[src/logic/lsc_pkg.sv]
// Constants, types and decode functions for the regulator slot control register bank.
// Assumes one clock domain and an APB master with 32-bit data on the register side.
// Behaviour
// - Sleep slot codes 001 to 101 of regulator_six disable it in timeslot 5, 4, 3, 2 and 1.
// - Sleep slot codes 000, 110 and 111 move regulator_six to sleep settings in slot 5, 3, 1.
// - With regulator_six on a hardware enable, codes 001 to 101 pick the sleep-entry slot.
// - Bit 8 of the regulator_six sleep register picks low power sleep mode and resets to 1.
// - Bits 4:0 of the regulator_six sleep register hold its sleep voltage code, reset zero.
// - Undervolt action of regulator_seven: 00 ignore, 01 shut regulator, 10 reset system.
// - Every undervolt event of regulator_seven raises an interrupt whatever the action.
// - Hardware control source of regulator_seven: none, input 1, input 2, or either.
// - Under hardware control regulator_seven takes on-voltage (0) or sleep-voltage (1).
// - Hardware control mode: 00 low power, 01 off, 10 low power, 11 on-mode; resets to 10.
// - Bit 7 floats the disabled output of regulator_seven and bit 6 selects switch mode.
// - On-slot of regulator_seven: 000 never, 001-101 slots 1-5, 110/111 hardware enable 1/2.
// - Bit 8 of the regulator_seven on register picks low power on mode and resets to 0.
// - Bits 4:0 of the regulator_seven on register hold its on-voltage code.
package lsc_pkg;
  localparam int LSC_DATA_W = 32;
  localparam int LSC_ADDR_W = 18;
  localparam int LSC_IRQ_W = 3;
  // Register indices; the byte address is four times the index.
  localparam logic [15:0] LSC_IDX_SIX_SLEEP = 16'h4079;
  localparam logic [15:0] LSC_IDX_SEVEN_CTL = 16'h407a;
  localparam logic [15:0] LSC_IDX_SEVEN_ON = 16'h407b;
  localparam logic [15:0] LSC_IDX_IRQ_STATUS = 16'h4080;
  localparam logic [15:0] LSC_IDX_IRQ_MASK = 16'h4081;
  localparam logic [15:0] LSC_IDX_STATE = 16'h4082;
  localparam int LSC_SLOT_LO = 13;
  localparam int LSC_MODE_BIT = 8;
  localparam int LSC_UVA_LO = 14;
  localparam int LSC_SRC_LO = 11;
  localparam int LSC_HVSEL_BIT = 10;
  localparam int LSC_HMODE_LO = 8;
  localparam int LSC_FLT_BIT = 7;
  localparam int LSC_SWI_BIT = 6;
  localparam logic [15:0] LSC_RST_SIX_SLEEP = 16'h0100;
  localparam logic [15:0] LSC_RST_SEVEN_CTL = 16'h0200;
  localparam logic [15:0] LSC_RST_SEVEN_ON = 16'h0000;
  localparam logic [15:0] LSC_WMASK_SLOT_REG = 16'he11f;
  localparam logic [15:0] LSC_WMASK_SEVEN_CTL = 16'hdfc0;
  localparam int LSC_IRQ_UV = 0;
  localparam int LSC_IRQ_SIX_DIS = 1;
  localparam int LSC_IRQ_SIX_SLP = 2;
  localparam logic [2:0] LSC_SLOT_HW1 = 3'h6;
  localparam logic [2:0] LSC_SLOT_HW2 = 3'h7;
  typedef enum logic [1:0] {LSC_UV_IGNORE, LSC_UV_SHUT_REG, LSC_UV_SHUT_SYS, LSC_UV_RSVD} lsc_uv_t;
  typedef enum logic [1:0] {LSC_HM_LP_A, LSC_HM_OFF, LSC_HM_LP_B, LSC_HM_ON_MODE} lsc_hmode_t;
  typedef enum logic [1:0] {LSC_SRC_NONE, LSC_SRC_ONE, LSC_SRC_TWO, LSC_SRC_EITHER} lsc_src_t;

  function automatic logic [LSC_ADDR_W-1:0] lsc_addr(input logic [15:0] idx);
    return {idx, 2'b00};
  endfunction : lsc_addr

  // Timeslot in which the sleep slot code acts.
  function automatic logic [2:0] lsc_sleep_slot(input logic [2:0] code);
    case (code)
      3'h0, 3'h1: return 3'h5;
      3'h2: return 3'h4;
      3'h3, 3'h6: return 3'h3;
      3'h4: return 3'h2;
      default: return 3'h1;
    endcase
  endfunction : lsc_sleep_slot

  function automatic logic lsc_is_disable(input logic [2:0] code);
    return (code != 3'h0) && (code < LSC_SLOT_HW1);
  endfunction : lsc_is_disable
endpackage : lsc_pkg

[src/logic/lsc_ctl_if.sv]
// Interface joining the register bank to the regulator_seven evaluator.
// Assumes both ends sit in the same clock domain; it carries levels only.
`timescale 1ns/1ps
interface lsc_ctl_if;
  logic [15:0] seven_ctl;
  logic [15:0] seven_on;
  logic [4:0] seven_sleep_voltage;
  logic hwctl1;
  logic hwctl2;
  logic hwctl_active;
  logic [4:0] eff_voltage;
  logic eff_lowpower;
  logic eff_off;
  modport regs (output seven_ctl, seven_on, seven_sleep_voltage, hwctl1, hwctl2,
    input hwctl_active, eff_voltage, eff_lowpower, eff_off);
  modport eval (input seven_ctl, seven_on, seven_sleep_voltage, hwctl1, hwctl2,
    output hwctl_active, eff_voltage, eff_lowpower, eff_off);
endinterface : lsc_ctl_if

[src/logic/lsc_slot_regs.sv]
// Register bank and slot logic for regulator_six sleep and regulator_seven control.
// Assumes an APB master, a sequencer giving slot strobes, and synchronous inputs.
`timescale 1ns/1ps
module lsc_slot_regs
  import lsc_pkg::*;
(
  input wire logic CLK_IN,
  input wire logic RESETN_IN,
  input wire logic PSEL_IN,
  input wire logic PENABLE_IN,
  input wire logic PWRITE_IN,
  input wire logic [LSC_ADDR_W-1:0] PADDR_IN,
  input wire logic [LSC_DATA_W-1:0] PWDATA_IN,
  input wire logic [3:0] PSTRB_IN,
  output logic PREADY_OUT,
  output logic [LSC_DATA_W-1:0] PRDATA_OUT,
  output logic PSLVERR_OUT,
  input wire logic SEQ_SLEEP_IN,
  input wire logic SEQ_SLOT_STROBE_IN,
  input wire logic [2:0] SEQ_SLOT_IN,
  input wire logic SIX_HW_ASSIGNED_IN,
  input wire logic HW_ENABLE1_IN,
  input wire logic HW_ENABLE2_IN,
  input wire logic HWCTL1_IN,
  input wire logic HWCTL2_IN,
  input wire logic [4:0] SEVEN_SLEEP_VOLTAGE_IN,
  input wire logic SEVEN_UNDERVOLT_IN,
  output logic IRQ_OUT,
  output logic SIX_SLEEP_DISABLE_OUT,
  output logic SIX_SLEEP_STATE_OUT,
  output logic [4:0] SIX_SLEEP_VOLTAGE_OUT,
  output logic SIX_SLEEP_LOWPOWER_OUT,
  output logic SEVEN_ENABLE_OUT,
  output logic [4:0] SEVEN_VOLTAGE_OUT,
  output logic SEVEN_LOWPOWER_OUT,
  output logic SEVEN_FLOAT_OUT,
  output logic SEVEN_SWITCH_OUT,
  output logic SEVEN_HWCTL_ACTIVE_OUT,
  output logic SEVEN_UV_SHUTDOWN_OUT,
  output logic SYS_RESET_REQ_OUT
);
  typedef enum logic [1:0] {LSC_AWAKE, LSC_WAIT, LSC_ASLEEP, LSC_DISABLED} lsc_six_state_t;

  logic [15:0] six_sleep;
  logic [15:0] seven_ctl;
  logic [15:0] seven_on;
  logic [LSC_IRQ_W-1:0] irq_status;
  logic [LSC_IRQ_W-1:0] irq_mask;
  logic uv_prev;
  logic seven_slot_on;
  lsc_six_state_t six_state;
  lsc_six_state_t next_six_state;

  lsc_ctl_if ctl ();

  lsc_seven_eval u_eval (
    .ctl(ctl)
  );

  assign ctl.seven_ctl = seven_ctl;
  assign ctl.seven_on = seven_on;
  assign ctl.seven_sleep_voltage = SEVEN_SLEEP_VOLTAGE_IN;
  assign ctl.hwctl1 = HWCTL1_IN;
  assign ctl.hwctl2 = HWCTL2_IN;

  // Bus decode.
  wire setup = PSEL_IN && !PENABLE_IN;
  wire access = PSEL_IN && PENABLE_IN && PREADY_OUT;
  wire hit_six = (PADDR_IN == lsc_addr(LSC_IDX_SIX_SLEEP));
  wire hit_ctl = (PADDR_IN == lsc_addr(LSC_IDX_SEVEN_CTL));
  wire hit_on = (PADDR_IN == lsc_addr(LSC_IDX_SEVEN_ON));
  wire hit_ists = (PADDR_IN == lsc_addr(LSC_IDX_IRQ_STATUS));
  wire hit_imsk = (PADDR_IN == lsc_addr(LSC_IDX_IRQ_MASK));
  wire hit_state = (PADDR_IN == lsc_addr(LSC_IDX_STATE));
  wire mapped = hit_six || hit_ctl || hit_on || hit_ists || hit_imsk || hit_state;
  wire wr = access && PWRITE_IN && mapped;
  wire [15:0] lane_mask = {{8{PSTRB_IN[1]}}, {8{PSTRB_IN[0]}}};
  wire [15:0] wdata = PWDATA_IN[15:0];

  wire [15:0] state_word = {10'h000, SEVEN_UV_SHUTDOWN_OUT, SEVEN_HWCTL_ACTIVE_OUT,
    SEVEN_ENABLE_OUT, SIX_SLEEP_DISABLE_OUT, SIX_SLEEP_STATE_OUT, seven_slot_on};
  wire [15:0] read_word;
  assign read_word = hit_six ? six_sleep :
    hit_ctl ? seven_ctl :
    hit_on ? seven_on :
    hit_ists ? {13'h0000, irq_status} :
    hit_imsk ? {13'h0000, irq_mask} :
    hit_state ? state_word : 16'h0000;

  function automatic logic [15:0] lsc_merge(input logic [15:0] old, input logic [15:0] wmask,
      input logic [15:0] lanes, input logic [15:0] data);
    logic [15:0] sel;
    sel = wmask & lanes;
    return (old & ~sel) | (data & sel);
  endfunction : lsc_merge

  // Regulator_six sleep decode.
  wire [2:0] six_code = six_sleep[LSC_SLOT_LO +: 3];
  wire six_slot_hit = SEQ_SLOT_STROBE_IN && (SEQ_SLOT_IN == lsc_sleep_slot(six_code));
  wire six_goes_off = lsc_is_disable(six_code) && !SIX_HW_ASSIGNED_IN;

  always_comb begin
    next_six_state = six_state;
    case (six_state)
      LSC_AWAKE: begin
        if (SEQ_SLEEP_IN) begin
          next_six_state = LSC_WAIT;
        end
      end
      LSC_WAIT: begin
        if (!SEQ_SLEEP_IN) begin
          next_six_state = LSC_AWAKE;
        end else if (six_slot_hit && six_goes_off) begin
          next_six_state = LSC_DISABLED;
        end else if (six_slot_hit) begin
          next_six_state = LSC_ASLEEP;
        end
      end
      default: begin
        if (!SEQ_SLEEP_IN) begin
          next_six_state = LSC_AWAKE;
        end
      end
    endcase
  end

  // Regulator_seven enable decode.
  wire [2:0] seven_code = seven_on[LSC_SLOT_LO +: 3];
  wire seven_slot_hit = SEQ_SLOT_STROBE_IN && !SEQ_SLEEP_IN && (SEQ_SLOT_IN == seven_code);
  wire next_seven_slot_on = SEQ_SLEEP_IN ? 1'b0 :
    (lsc_is_disable(seven_code) && (seven_slot_on || seven_slot_hit));
  wire seven_requested = (seven_code == LSC_SLOT_HW1) ? HW_ENABLE1_IN :
    (seven_code == LSC_SLOT_HW2) ? HW_ENABLE2_IN :
    next_seven_slot_on;

  // Undervolt handling.
  wire uv_event = SEVEN_UNDERVOLT_IN && !uv_prev;
  wire lsc_uv_t uv_act = lsc_uv_t'(seven_ctl[LSC_UVA_LO +: 2]);
  wire uv_clear = wr && hit_ists && PSTRB_IN[0] && PWDATA_IN[LSC_IRQ_UV];
  wire next_uv_shut = (uv_event && uv_act == LSC_UV_SHUT_REG) ||
    (SEVEN_UV_SHUTDOWN_OUT && !uv_clear);

  wire [LSC_IRQ_W-1:0] irq_set;
  assign irq_set[LSC_IRQ_UV] = uv_event;
  assign irq_set[LSC_IRQ_SIX_DIS] = (next_six_state == LSC_DISABLED) && (six_state != LSC_DISABLED);
  assign irq_set[LSC_IRQ_SIX_SLP] = (next_six_state == LSC_ASLEEP) && (six_state != LSC_ASLEEP);
  wire [LSC_IRQ_W-1:0] irq_clr = (wr && hit_ists && PSTRB_IN[0]) ?
    PWDATA_IN[LSC_IRQ_W-1:0] : '0;
  wire [LSC_IRQ_W-1:0] next_irq_status = irq_set | (irq_status & ~irq_clr);
  wire [LSC_IRQ_W-1:0] next_irq_mask = (wr && hit_imsk && PSTRB_IN[0]) ?
    PWDATA_IN[LSC_IRQ_W-1:0] : irq_mask;

  // Bus answer: data and error are prepared in the setup cycle, ready in the access cycle.
  always_ff @(posedge CLK_IN or negedge RESETN_IN) begin
    if (!RESETN_IN) begin
      PREADY_OUT <= 1'b0;
      PRDATA_OUT <= '0;
      PSLVERR_OUT <= 1'b0;
    end else begin
      PREADY_OUT <= setup;
      PSLVERR_OUT <= setup && !mapped;
      if (setup) begin
        PRDATA_OUT <= {16'h0000, read_word};
      end
    end
  end

  always_ff @(posedge CLK_IN or negedge RESETN_IN) begin
    if (!RESETN_IN) begin
      six_sleep <= LSC_RST_SIX_SLEEP;
      seven_ctl <= LSC_RST_SEVEN_CTL;
      seven_on <= LSC_RST_SEVEN_ON;
    end else if (wr) begin
      if (hit_six) begin
        six_sleep <= lsc_merge(six_sleep, LSC_WMASK_SLOT_REG, lane_mask, wdata);
      end else if (hit_ctl) begin
        seven_ctl <= lsc_merge(seven_ctl, LSC_WMASK_SEVEN_CTL, lane_mask, wdata);
      end else if (hit_on) begin
        seven_on <= lsc_merge(seven_on, LSC_WMASK_SLOT_REG, lane_mask, wdata);
      end
    end
  end

  always_ff @(posedge CLK_IN or negedge RESETN_IN) begin
    if (!RESETN_IN) begin
      irq_status <= '0;
      irq_mask <= '0;
      IRQ_OUT <= 1'b0;
      uv_prev <= 1'b0;
      SEVEN_UV_SHUTDOWN_OUT <= 1'b0;
      SYS_RESET_REQ_OUT <= 1'b0;
    end else begin
      irq_status <= next_irq_status;
      irq_mask <= next_irq_mask;
      IRQ_OUT <= |(next_irq_status & next_irq_mask);
      uv_prev <= SEVEN_UNDERVOLT_IN;
      SEVEN_UV_SHUTDOWN_OUT <= next_uv_shut;
      SYS_RESET_REQ_OUT <= uv_event && (uv_act == LSC_UV_SHUT_SYS);
    end
  end

  always_ff @(posedge CLK_IN or negedge RESETN_IN) begin
    if (!RESETN_IN) begin
      six_state <= LSC_AWAKE;
      SIX_SLEEP_DISABLE_OUT <= 1'b0;
      SIX_SLEEP_STATE_OUT <= 1'b0;
      SIX_SLEEP_VOLTAGE_OUT <= '0;
      SIX_SLEEP_LOWPOWER_OUT <= 1'b1;
    end else begin
      six_state <= next_six_state;
      SIX_SLEEP_DISABLE_OUT <= (next_six_state == LSC_DISABLED);
      SIX_SLEEP_STATE_OUT <= (next_six_state == LSC_ASLEEP);
      SIX_SLEEP_VOLTAGE_OUT <= six_sleep[4:0];
      SIX_SLEEP_LOWPOWER_OUT <= six_sleep[LSC_MODE_BIT];
    end
  end

  always_ff @(posedge CLK_IN or negedge RESETN_IN) begin
    if (!RESETN_IN) begin
      seven_slot_on <= 1'b0;
      SEVEN_ENABLE_OUT <= 1'b0;
      SEVEN_VOLTAGE_OUT <= '0;
      SEVEN_LOWPOWER_OUT <= 1'b0;
      SEVEN_FLOAT_OUT <= 1'b0;
      SEVEN_SWITCH_OUT <= 1'b0;
      SEVEN_HWCTL_ACTIVE_OUT <= 1'b0;
    end else begin
      seven_slot_on <= next_seven_slot_on;
      SEVEN_ENABLE_OUT <= seven_requested && !ctl.eff_off && !next_uv_shut;
      SEVEN_VOLTAGE_OUT <= ctl.eff_voltage;
      SEVEN_LOWPOWER_OUT <= ctl.eff_lowpower;
      SEVEN_FLOAT_OUT <= seven_ctl[LSC_FLT_BIT];
      SEVEN_SWITCH_OUT <= seven_ctl[LSC_SWI_BIT];
      SEVEN_HWCTL_ACTIVE_OUT <= ctl.hwctl_active;
    end
  end
endmodule : lsc_slot_regs

[src/logic/lsc_seven_eval.sv]
// Combinational choice of regulator_seven voltage and mode between on and hardware control.
// Assumes the register bank registers whatever this module produces.
`timescale 1ns/1ps
module lsc_seven_eval
  import lsc_pkg::*;
(
  lsc_ctl_if.eval ctl
);
  wire lsc_src_t src = lsc_src_t'(ctl.seven_ctl[LSC_SRC_LO +: 2]);
  wire lsc_hmode_t hmode = lsc_hmode_t'(ctl.seven_ctl[LSC_HMODE_LO +: 2]);
  wire hv_choice = ctl.seven_ctl[LSC_HVSEL_BIT];
  wire on_mode = ctl.seven_on[LSC_MODE_BIT];
  wire [4:0] on_voltage = ctl.seven_on[4:0];
  wire active;
  wire hw_lowpower;

  assign active = (src == LSC_SRC_ONE && ctl.hwctl1) ||
    (src == LSC_SRC_TWO && ctl.hwctl2) ||
    (src == LSC_SRC_EITHER && (ctl.hwctl1 || ctl.hwctl2));
  assign hw_lowpower = (hmode == LSC_HM_ON_MODE) ? on_mode : (hmode != LSC_HM_OFF);
  assign ctl.hwctl_active = active;
  assign ctl.eff_voltage = (active && hv_choice) ? ctl.seven_sleep_voltage : on_voltage;
  assign ctl.eff_lowpower = active ? hw_lowpower : on_mode;
  assign ctl.eff_off = active && (hmode == LSC_HM_OFF);
endmodule : lsc_seven_eval

[config.mk]
export PLATFORM = sky130hd
export DESIGN_NAME = lsc_slot_regs
export DESIGN_NICKNAME = d
export VERILOG_FILES = /design/src/logic/lsc_pkg.sv /design/src/logic/lsc_ctl_if.sv /design/src/logic/lsc_slot_regs.sv /design/src/logic/lsc_seven_eval.sv
export SDC_FILE = /design/constraint.sdc
export NUM_CORES = 1
export LEC_CHECK = 0
export BUFFER_PORTS_ARGS = -buffer_cell sky130_fd_sc_hd__buf_2
export CORE_ASPECT_RATIO = 1.2
export CORE_MARGIN = 2
export CORE_UTILIZATION = 44
export CTS_CLUSTER_DIAMETER = 50
export DETAILED_ROUTE_END_ITERATION = 8
export GPL_TIMING_DRIVEN = 0
export HOLD_SLACK_MARGIN = 0.08
export PLACE_DENSITY = 0.76
export SLEW_MARGIN = 20
export SYNTH_ARGS = -nofsm -noshare
export SYNTH_HDL_FRONTEND = slang
export SYNTH_HIERARCHICAL = 1
export SYNTH_SLANG_ARGS = --single-unit
[constraint.sdc]
create_clock -name CLK_IN -period 1.8 [get_ports CLK_IN]
set_input_delay 0.45 -clock CLK_IN [delete_from_list [all_inputs] [get_ports CLK_IN]]
set_output_delay 0.45 -clock CLK_IN [all_outputs]
set_load 0.03 [all_outputs]
==> results of run 1 <==
[routing by layer]
metal  up-vias  global-route usage, %  wire, µm
met5         -                      0         0
met4         0                   9.89       251
met3        20                   3.36       493
met2       105                   34.5      4430
met1      1316                   23.3      3490
li1       1292                      -         -
[logic make-up (layout without fill, tap and decap cells)]
family / count (synthesis) / after routing
mux: 39 / 39
compound gates: 47 / 47
flops: 76 / 76
other cells: 1 / 16
buf+inv: 30 / 149
simple gates: 97 / 99
xor+xnor: 4 / 4
[power by group]
part	total (mW)	internal, mW	switching, mW
combinational	0.335	0.130	0.205
clock	1.44	0.815	0.629
sequential	1.73	1.72	0.00770
[cell type report]
| class | instances | area (µm²) |
|---|---|---|
| timing repair buffer | 105 | 644 |
| buffer | 22 | 145 |
| clock inverter | 6 | 87.6 |
| inverter | 6 | 22.5 |
| fill | 624 | 2930 |
| clock buffer | 10 | 138 |
| multi-input combinational | 205 | 1630 |
| sequential | 76 | 1910 |
| tap | 92 | 115 |
[timing repair]
item | CTS | global route
endpoints found under the hold margin | 34 | 0
hold buffers | 1 | 0
setup buffers | 7 | 4
endpoints found under the setup margin | 41 | 35
resized for setup | 23 | 35
pin swaps | 14 | 14
cloned | 2 | 0
[cells in the mapped netlist (all sizes together), types with 4 or more instances]
| cell type | number |
|---|---|
| dfrtp | 73 |
| mux2 | 36 |
| nand2 | 31 |
| nor2 | 23 |
| buf | 18 |
| o21ai | 12 |
| nand3 | 9 |
| a21oi | 6 |
| clkbuf | 6 |
| inv | 6 |
| nor2b | 6 |
| a222oi | 5 |
| a31oi | 5 |
| nor4 | 5 |
| nand2b | 4 |
| nor3b | 4 |
[worst min-delay path by stage]
stage | endpoint | slack [ns] | cells after the start
final | uv_prev | 0.23 | 1
after global routing | uv_prev | 0.22 | 1
after detailed placement | SIX_SLEEP_LOWPOWER_OUT | 0.38 | 0
after global placement | SIX_SLEEP_LOWPOWER_OUT | 0.37 | 0
after CTS | uv_prev | 0.22 | 1
after floorplan | IRQ_OUT | 0.15 | 0
[through the flow]
step / total power [mW] / util, % / area, µm² / TNS (ns)
after floorplan: 1.92 / - / 3530 / -5.67
after global placement: 2.06 / 53.9 / 4110 / -34.73
after detailed placement: 2.07 / 54.2 / 4130 / -25.29
after CTS: 3.51 / 59.4 / 4530 / -0.184
after global routing: 3.62 / 61.6 / 4690 / -3.22
final: 3.51 / 61.6 / 4690 / -1.68
==> flow_summary_export.csv, run 1 <==
group,metric,value,unit
run_status,status,"finished with violations",
run_status,violations,"negative setup slack",
clock_network,cts_buffers,9,
synthesis,synth_edf_count,0,
worst_setup_path,critPathKind,"primary input to flip-flop",
placement,dp_cells,494,
worst_setup_path,reg2reg_depth,6,
die,initial_utilization,45.0,%
route,wl,8.66,mm
die,dieArea,8530,µm²
sta,timing_hold_violations_final,0,
sta,tightest_slew,0.593,ns
global_route,grt_max_degree,43,
sta,whs,0.226,ns
worst_setup_path,crit_required,2.04,ns
worst_setup_path,reg2reg_to,"IRQ_OUT",
clock_network,cts.path.max_buffers,2,
sta,relSlewSlack,60.4,%
global_route,grt_pass1_vias,2609,
sta,setup_viol,25,
cells_and_area,stdcell_count,522,
synthesis,synth-main-ff-cell,"dfrtp_1",
synthesis,synthSimpleGateAreaFrac,15.7,%
synthesis,yosysWarnings,6,
global_route,grt_antenna_before_repair,0,
power_and_ir_drop,peakVddDrop,0.550,mV
cells_and_area,layout_common_cells,"87 x buf_2, 70 x dfrtp_1, 29 x nand2_1",
placement,place_congestion,0.846,
route,drt_iter0_markers,216,
worst_setup_path,crit_path_end_kind,"flip-flop",
worst_setup_path,path_buf_inv,1,
global_route,grt_pass1_wl,12.9,mm
synthesis,synth_cell_types,52,
placement,hpwl,6.01,mm
global_route,overflow,0,
sta,fin_crit_sh,111,%
synthesis,ys_ff_latch,76,
synthesis,syn_inst,294,
sta,drv_slew,0,
clock_network,cts_tree,"done",
synthesis,netlist_area,3430,µm²
hold_path,hp-start,"SEVEN_UNDERVOLT_IN",
worst_setup_path,crit_fanout,10,
worst_setup_path,slowest_stage,"or4_4",
worst_setup_path,cp-start-kind,"primary input",
worst_setup_path,cp.depth,6,
route,viasPerCell,5.24,
cells_and_area,area_growth,36.8,%
cells_and_area,nNetsFinal,500,
die,die_h,101,µm
die,num_rows,35,
clock_network,htreeDepth,3,
placement,port_buffers,92,
clock_network,clk_pin_slew,0.07,ns
sta,fin_skew,0.00795,ns
sta,max_freq,499,MHz
synthesis,yosys.area_share.adder,0,%
route,firstDrtPassIters,4,
worst_setup_path,crit_start,"PADDR_IN[3]",
route,drtAntennaViolNets,0,
worst_setup_path,timing.reg2reg.setup_slack,-0.19,ns
cells_and_area,drive_above_1_share,49.5,%
synthesis,yosys.area.top_type,"dfrtp_1",
synthesis,syn_area_per_cell,11.7,µm²
global_route,grt_usage,19.7,%
sta,rsz0062_at_grt,"yes",
cells_and_area,final_common_cell,"buf_2",
route,vias,2733,
route,wire_per_inst,16.6,µm
clock_network,clkSinkCount,76,
sta,fin_ws,-0.203,ns
power_and_ir_drop,p_per_area,748,nW/µm²
worst_setup_path,critPathArrivalTime,2.24,ns
clock_network,clockRootBuffer,"clkbuf_8",
synthesis,synth_top_family_by_area,"simple AND/OR/NAND/NOR gates",
hold_path,hold_path.class,"primary input to flip-flop",
synthesis,synthTopCellsByArea,"dfrtp_1 53%, mux2_2 11%, buf_4 3.5%",
placement,dp_slack,-0.844,ns
synthesis,synth-xor-area-share,1.02,%
synthesis,postSynth.asyncResetShare,100,%
power_and_ir_drop,leakage,2.38,nW
run,max_cap_violations,0,
cells_and_area,antenna_cells,0,
worst_setup_path,rr_startpoint,"PREADY_OUT",
die,ioPinCount,130,
synthesis,synthMuxAreaShare,12.8,%
synthesis,ys_seq_area_share,55.5,%
synthesis,synth_compound_gate_area_share,9.70,%
worst_setup_path,crit_family,"simple AND/OR/NAND/NOR gates",
worst_setup_path,slowest_delay,0.62,ns
sta,min_period,2.00,ns
die,core-area,7620,µm²
worst_setup_path,crit_end,"IRQ_OUT",
synthesis,yosysTopAreaCellShare,53.2,%
die,die_w,84.6,µm
route,remaining_drc_errors,0,
worst_setup_path,cp_cell_sequence,"buf_2 -> nand2b_1 -> or4_4 -> mux2_4 -> o21a_1 -> a221o_1",
clock_network,insertion_delay,0.36,ns
(Power assumes the default switching activity.)
==> inputs of run 2 (changes only) <==
--- a/config.mk
+++ b/config.mk
@@ -5,10 +5,11 @@
 export SDC_FILE = /design/constraint.sdc
 export NUM_CORES = 1
 export LEC_CHECK = 0
+export ABC_AREA = 1
 export BUFFER_PORTS_ARGS = -buffer_cell sky130_fd_sc_hd__buf_2
 export CORE_ASPECT_RATIO = 1.2
 export CORE_MARGIN = 2
-export CORE_UTILIZATION = 44
+export CORE_UTILIZATION = 45
 export CTS_CLUSTER_DIAMETER = 50
 export DETAILED_ROUTE_END_ITERATION = 8
 export GPL_TIMING_DRIVEN = 0
==> flow_summary_export.csv, run 2 <==
group,metric,value,unit
synthesis,syn_area_per_cell,8.18,µm²
sta,setup_viol,0,
die,dieArea,8930,µm²
synthesis,yosys.area.top_type,"dfrtp_1",
synthesis,yosysTopAreaCellShare,49.6,%
route,wl_met1,3.72,mm
route,wire_per_inst,14.0,µm
cells_and_area,area_growth,28.1,%
sta,min_period,1.70,ns
die,die_w,86.6,µm
power_and_ir_drop,p_per_area,775,nW/µm²
route,met3_length,557,µm
synthesis,synth_edf_count,0,
worst_setup_path,timing.reg2reg.setup_slack,0.12,ns
route,drtAntennaViolNets,0,
placement,hpwl,7.12,mm
route,dr.max_layer_used,"met4",
worst_setup_path,critPathArrivalTime,2.00,ns
worst_setup_path,crit_fanout,6,
cells_and_area,nNetsFinal,649,
clock_network,cts.path.max_buffers,2,
hold_path,hp-start,"SEVEN_UNDERVOLT_IN",
global_route,overflow,0,
route,viasPerCell,5.01,
sta,drv_slew,0,
clock_network,htreeDepth,3,
cells_and_area,final_common_cell,"nand2_1",
worst_setup_path,crit_required,2.09,ns
sta,tns,0,ns
global_route,grt_pass1_wl,14.5,mm
sta,tightest_slew,0.553,ns
route,met2WireLength,4.96,mm
placement,port_buffers,93,
die,die_h,103,µm
synthesis,yosysMostFrequentCell,"nand2_1",
clock_network,insertion_delay,0.36,ns
cells_and_area,drive_above_1_share,30.4,%
global_route,grt_max_degree,59,
worst_setup_path,cp-start-kind,"primary input",
synthesis,synth_commonest_cells,"164 x nand2_1, 73 x dfrtp_1, 44 x inv_1",
sta,relSlewSlack,63.0,%
power_and_ir_drop,leakage,2.63,nW
run,max_cap_violations,0,
synthesis,syn_inst,450,
worst_setup_path,reg2reg_to,"IRQ_OUT",
synthesis,synth_cell_types,33,
cells_and_area,fillers,717,
sta,max_freq,587,MHz
clock_network,cts_buffers,9,
worst_setup_path,reg2reg_depth,13,
hold_path,hold_path.class,"primary input to flip-flop",
route,remaining_drc_errors,0,
worst_setup_path,crit_path_end_kind,"flip-flop",
route,firstDrtPassIters,4,
sta,timing_hold_violations_final,0,
die,num_rows,36,
clock_network,clockRootBuffer,"clkbuf_8",
die,core-area,8020,µm²
sta,rsz0062_at_grt,"yes",
placement,place_congestion,0.892,
synthesis,yosysWarnings,6,
synthesis,synth-main-ff-cell,"dfrtp_1",
synthesis,netlist_area,3680,µm²
synthesis,ys_seq_area_share,51.7,%
clock_network,clkSinkCount,76,
global_route,grt_usage,21.0,%
clock_network,clk_pin_slew,0.08,ns
cells_and_area,antenna_cells,0,
clock_network,cts_tree,"done",
hold_path,min_path_cells,1,
power_and_ir_drop,peakVddDrop,0.484,mV
cells_and_area,layout_common_cells,"161 x nand2_1, 92 x buf_2, 70 x dfrtp_1",
run_status,status,"finished clean",
global_route,grt_antenna_before_repair,0,
sta,fin_crit_sh,94.6,%
cells_and_area,final_area,4720,µm²
synthesis,synthTopCellsByArea,"dfrtp_1 50%, nand2_1 17%, inv_1 4.5%",
synthesis,ys_ff_latch,76,
global_route,grt_pass1_vias,3135,
hold_path,hold-path-endpoint,"uv_prev",
die,ioPinCount,130,
worst_setup_path,critPathKind,"primary input to flip-flop",
synthesis,postSynth.asyncResetShare,100,%
die,initial_utilization,45.9,%
power_and_ir_drop,finalPower,3.66,mW
placement,placement.cell_area,4350,µm²
sta,fin_skew,0.0101,ns
sta,whs,0.221,ns
route,drt_iter0_markers,197,
route,wl,9.46,mm
worst_setup_path,crit_start,"PADDR_IN[13]",
route,vias,3374,
[run 2: layer usage]
metal	track usage (%)	up-vias
met4	8.17	0
met3	4.64	20
li1	-	1657
met5	0	-
met2	37.0	116
met1	25.1	1581
[run 2: stage by stage]
step / utilization, % / cells / setup slack, ns
3_3_place_gp: 53.9 / 653 / -0.358
5_1_grt: 58.8 / 674 / -0.0819
6_report: 58.8 / 674 / 0.0965
2_1_floorplan: - / 465 / 0.0922
4_1_cts: 57.4 / 671 / 0.0320
3_5_place_dp: 54.3 / 654 / -0.428
[run 2: repair_timing]
| action | in CTS | in global routing |
|---|---|---|
| setup buffers | 0 | 3 |
| endpoints found under the setup margin | 1 | 30 |
| pin swaps | 0 | 4 |
| endpoints found under the hold margin | 18 | 0 |
| gates resized for setup | 1 | 27 |
| hold buffers | 1 | 0 |
[run 2: cell families after synthesis]
logic type                Yosys count  synth area share (%)
buffers and inverters              74                  9.17
xor gates and xnor gates            2                 0.476
AOI/OAI and AO/OA                  38                  6.56
other                               1                 0.102
DFF                                76                  51.7
and+or+nand+nor                   259                  31.9
[run 2: worst max-delay path by stage]
stage,cells after the start,end
CTS,13,IRQ_OUT
detailed placement,13,IRQ_OUT
floorplan,13,flip-flop
global placement,13,IRQ_OUT
global route,14,flip-flop
finish,14,flip-flop
[run 2: layout make-up]
class | instances | area, µm² | area share, %
inverters | 55 | 211 | 4.48
clock buffers | 9 | 124 | 2.63
repair buffers | 98 | 532 | 11.3
plain buffers | 19 | 131 | 2.79
clock inverters | 7 | 106 | 2.25
well taps | 95 | 119 | 2.52
flip-flops and latches | 76 | 1910 | 40.5
multi-input cells | 315 | 1580 | 33.6
[run 2: critical path, stage by stage]
cell	delay, ns
buf_2	0.10
nor2_2	0.11
nand2_2	0.10
inv_2	0.07
nand2_2	0.06
nor3_4	0.20
nand3_2	0.10
o21ai_1	0.11
inv_1	0.10
nand3_4	0.17
nand4_2	0.18
inv_2	0.13
nand2_1	0.07
nand2_1	0.06
[run 2: report_power, final]
part	switching, mW	internal [mW]
registers	0.0189	1.74
clock network	0.703	0.805
logic	0.260	0.129
total	0.982	2.68
==> inputs of run 3 (changes only) <==
--- a/config.mk
+++ b/config.mk
@@ -15,8 +15,8 @@
 export GPL_TIMING_DRIVEN = 0
 export HOLD_SLACK_MARGIN = 0.08
 export PLACE_DENSITY = 0.76
+export SETUP_SLACK_MARGIN = 0.15
 export SLEW_MARGIN = 20
 export SYNTH_ARGS = -nofsm -noshare
 export SYNTH_HDL_FRONTEND = slang
-export SYNTH_HIERARCHICAL = 1
 export SYNTH_SLANG_ARGS = --single-unit
==> constraint.sdc (replaced) <==
create_clock -name CLK_IN -period 1.8 [get_ports CLK_IN]
set_input_delay 0.36 -clock CLK_IN [delete_from_list [all_inputs] [get_ports CLK_IN]]
set_output_delay 0.36 -clock CLK_IN [all_outputs]
set_load 0.03 [all_outputs]
==> flow_summary_export.csv, run 3 <==
group,metric,value,unit
global_route,grt_usage,20.9,%
die,initial_utilization,46.1,%
cells_and_area,drive_above_1_share,32.0,%
clock_network,clkSinkCount,76,
route,wl,9.09,mm
synthesis,yosysMostFrequentCell,"nand2_1",
sta,min_period,1.62,ns
synthesis,ys_seq_area_share,51.2,%
global_route,grt_pass1_wl,14.8,mm
clock_network,cts.path.max_buffers,2,
sta,fin_ws,0.176,ns
sta,fin_skew,0.0100,ns
synthesis,yosys.area.top_type,"dfrtp_1",
cells_and_area,final_common_cell,"buf_2",
synthesis,synthSimpleGateAreaFrac,24.5,%
route,firstDrtPassIters,4,
worst_setup_path,path_buf_inv,1,
worst_setup_path,critPathKind,"flip-flop to flip-flop",
global_route,grt_max_degree,44,
route,viasPerCell,4.96,
clock_network,clockRootBuffer,"clkbuf_8",
synthesis,synth_compound_gate_area_share,12.4,%
sta,whs,0.116,ns
synthesis,synth_commonest_cells,"94 x nand2_1, 73 x dfrtp_1, 60 x inv_1",
synthesis,yosysWarnings,0,
clock_network,insertion_delay,0.37,ns
synthesis,synth-main-ff-cell,"dfrtp_1",
sta,tightest_slew,0.600,ns
synthesis,syn_area_per_cell,8.45,µm²
route,drtAntennaViolNets,0,
sta,rsz0062_at_grt,"yes",
synthesis,synthTopCellsByArea,"dfrtp_1 49%, nand2_1 9.5%, inv_1 6.1%",
clock_network,clk_pin_slew,0.08,ns
route,vias,3306,
route,drt_iter0_markers,165,
die,die_h,104,µm
placement,place_congestion,0.883,
worst_setup_path,crit_required,2.09,ns
cells_and_area,nNetsFinal,642,
cells_and_area,layout_common_cells,"93 x buf_2, 92 x nand2_1, 71 x dfrtp_1",
global_route,overflow,0,
die,core-area,8060,µm²
die,dieArea,9010,µm²
sta,fin_crit_sh,90.2,%
route,remaining_drc_errors,0,
clock_network,cts_buffers,9,
cells_and_area,fillers,730,
run_status,status,"finished clean",
cells_and_area,antenna_cells,0,
clock_network,cts_tree,"done",
placement,dp_slack,-0.118,ns
die,die_w,87.0,µm
worst_setup_path,slowest_stage,"dfrtp_2",
worst_setup_path,cp_cell_sequence,"inv_2 -> nand2_2 -> nand3_1 -> xor2_2 -> nand2_2 -> a21oi_4 -> nand3_2 -> nand2_2 -> nand3_1 -> nand3_1",
worst_setup_path,crit_family,"simple AND/OR/NAND/NOR gates",
synthesis,yosysTopAreaCellShare,49.1,%
global_route,grt_antenna_before_repair,0,
synthesis,synth_top_family_by_area,"simple AND/OR/NAND/NOR gates",
cells_and_area,stdcell_count,667,
sta,max_freq,616,MHz
synthesis,synth_edf_count,0,
synthesis,synthMuxAreaShare,0.908,%
placement,port_buffers,94,
die,ioPinCount,130,
synthesis,yosys.area_share.adder,0,%
power_and_ir_drop,leakage,2.49,nW
sta,timing_hold_violations_final,0,
run,max_cap_violations,0,
power_and_ir_drop,peakVddDrop,0.518,mV
worst_setup_path,crit_path_end_kind,"flip-flop",
power_and_ir_drop,finalPower,3.55,mW
placement,hpwl,6.98,mm
die,num_rows,36,
synthesis,synth-xor-area-share,0.471,%
clock_network,htreeDepth,3,
placement,dp_cells,645,
synthesis,synth_cell_types,40,
synthesis,netlist_area,3720,µm²
synthesis,postSynth.asyncResetShare,100,%
worst_setup_path,slowest_delay,0.45,ns
synthesis,syn_inst,440,
cells_and_area,area_growth,25.8,%
power_and_ir_drop,p_per_area,758,nW/µm²
synthesis,ys_ff_latch,76,
sta,setup_viol,0,
hold_path,hold_path.class,"primary input to flip-flop",
sta,tns,0,ns
sta,drv_slew,0,
worst_setup_path,cp-start-kind,"flip-flop",
worst_setup_path,crit_fanout,5,
route,wire_per_inst,13.6,µm
sta,relSlewSlack,60.0,%
worst_setup_path,critPathArrivalTime,1.92,ns
global_route,grt_pass1_vias,3250,
run 3: cell count changes in the layout (fill, tap and decap cells not counted), moves of 5 or more:
cell and change:
a21oi_1 +9, inv_1 +14, nand2_1 -69, nand3_1 +7
o21ai_0 +6, o21ai_1 +13, o22ai_1 +5
run 3: final cells by class:
type	count	area, µm²	share of cell area (%)
repair buffers	101	541	11.6
clock inverters	7	80.1	1.71
plain buffers	20	146	3.13
well taps	95	119	2.54
multi-input cells	295	1520	32.4
clock buffers	9	124	2.65
inverters	64	244	5.21
flip-flops and latches	76	1910	40.8
run 3: what timing repair did:
item | in CTS | in global routing
setup buffers | 0 | 5
endpoints found under the hold margin | 33 | 0
hold buffers | 1 | 0
setup endpoints to repair | 0 | 26
resized for setup | 0 | 14
run 3: final timing paths:
path                       slack [ns]                from                          to  depth (start not counted)
hold / removal                   0.12  SEVEN_UNDERVOLT_IN                     uv_prev                          1
max in group asynchronous        0.70           RESETN_IN  asynchronous set/reset pin                          3
setup / recovery                 0.18           flip-flop                     IRQ_OUT                         10
min in group asynchronous        0.48           RESETN_IN        SEVEN_VOLTAGE_OUT[4]                          2
hold reg to reg                  0.39           flip-flop      SIX_SLEEP_LOWPOWER_OUT                          0
setup reg to reg                 0.18           flip-flop                     IRQ_OUT                         10
run 3: logic make-up (layout without fill, tap and decap cells):
family / count (synthesis) / after routing
compound gates: 75 / 75
xor+xnor: 2 / 2
buf+inv: 84 / 201
flops: 76 / 76
mux: 3 / 3
other cells: 1 / 16
simple gates: 199 / 199
run 3: stage by stage:
step	area, µm²	utilization [%]
after CTS	4600	57.1
final	4680	58.0
after detailed placement	4390	54.4
after global placement	4360	54.1
after floorplan	3770	-
after global routing	4680	58.0
run 3: report_power, final:
part / internal (mW) / switching [mW] / total [mW]
Combinational: 0.143 / 0.270 / 0.413
Clock: 0.659 / 0.706 / 1.37
Sequential: 1.75 / 0.0239 / 1.77
run 3: layer usage:
layer  wire length, µm  vias to the layer above  global-route usage [%]  share of wire (%)
met1              3700                     1523                    25.7                 41
met5                 0                        -                       0                  0
met4               276                        0                    9.38                3.0
li1                  -                     1643                       -                  -
met2              4590                      115                    35.1                 50
met3               523                       25                    3.75                5.8
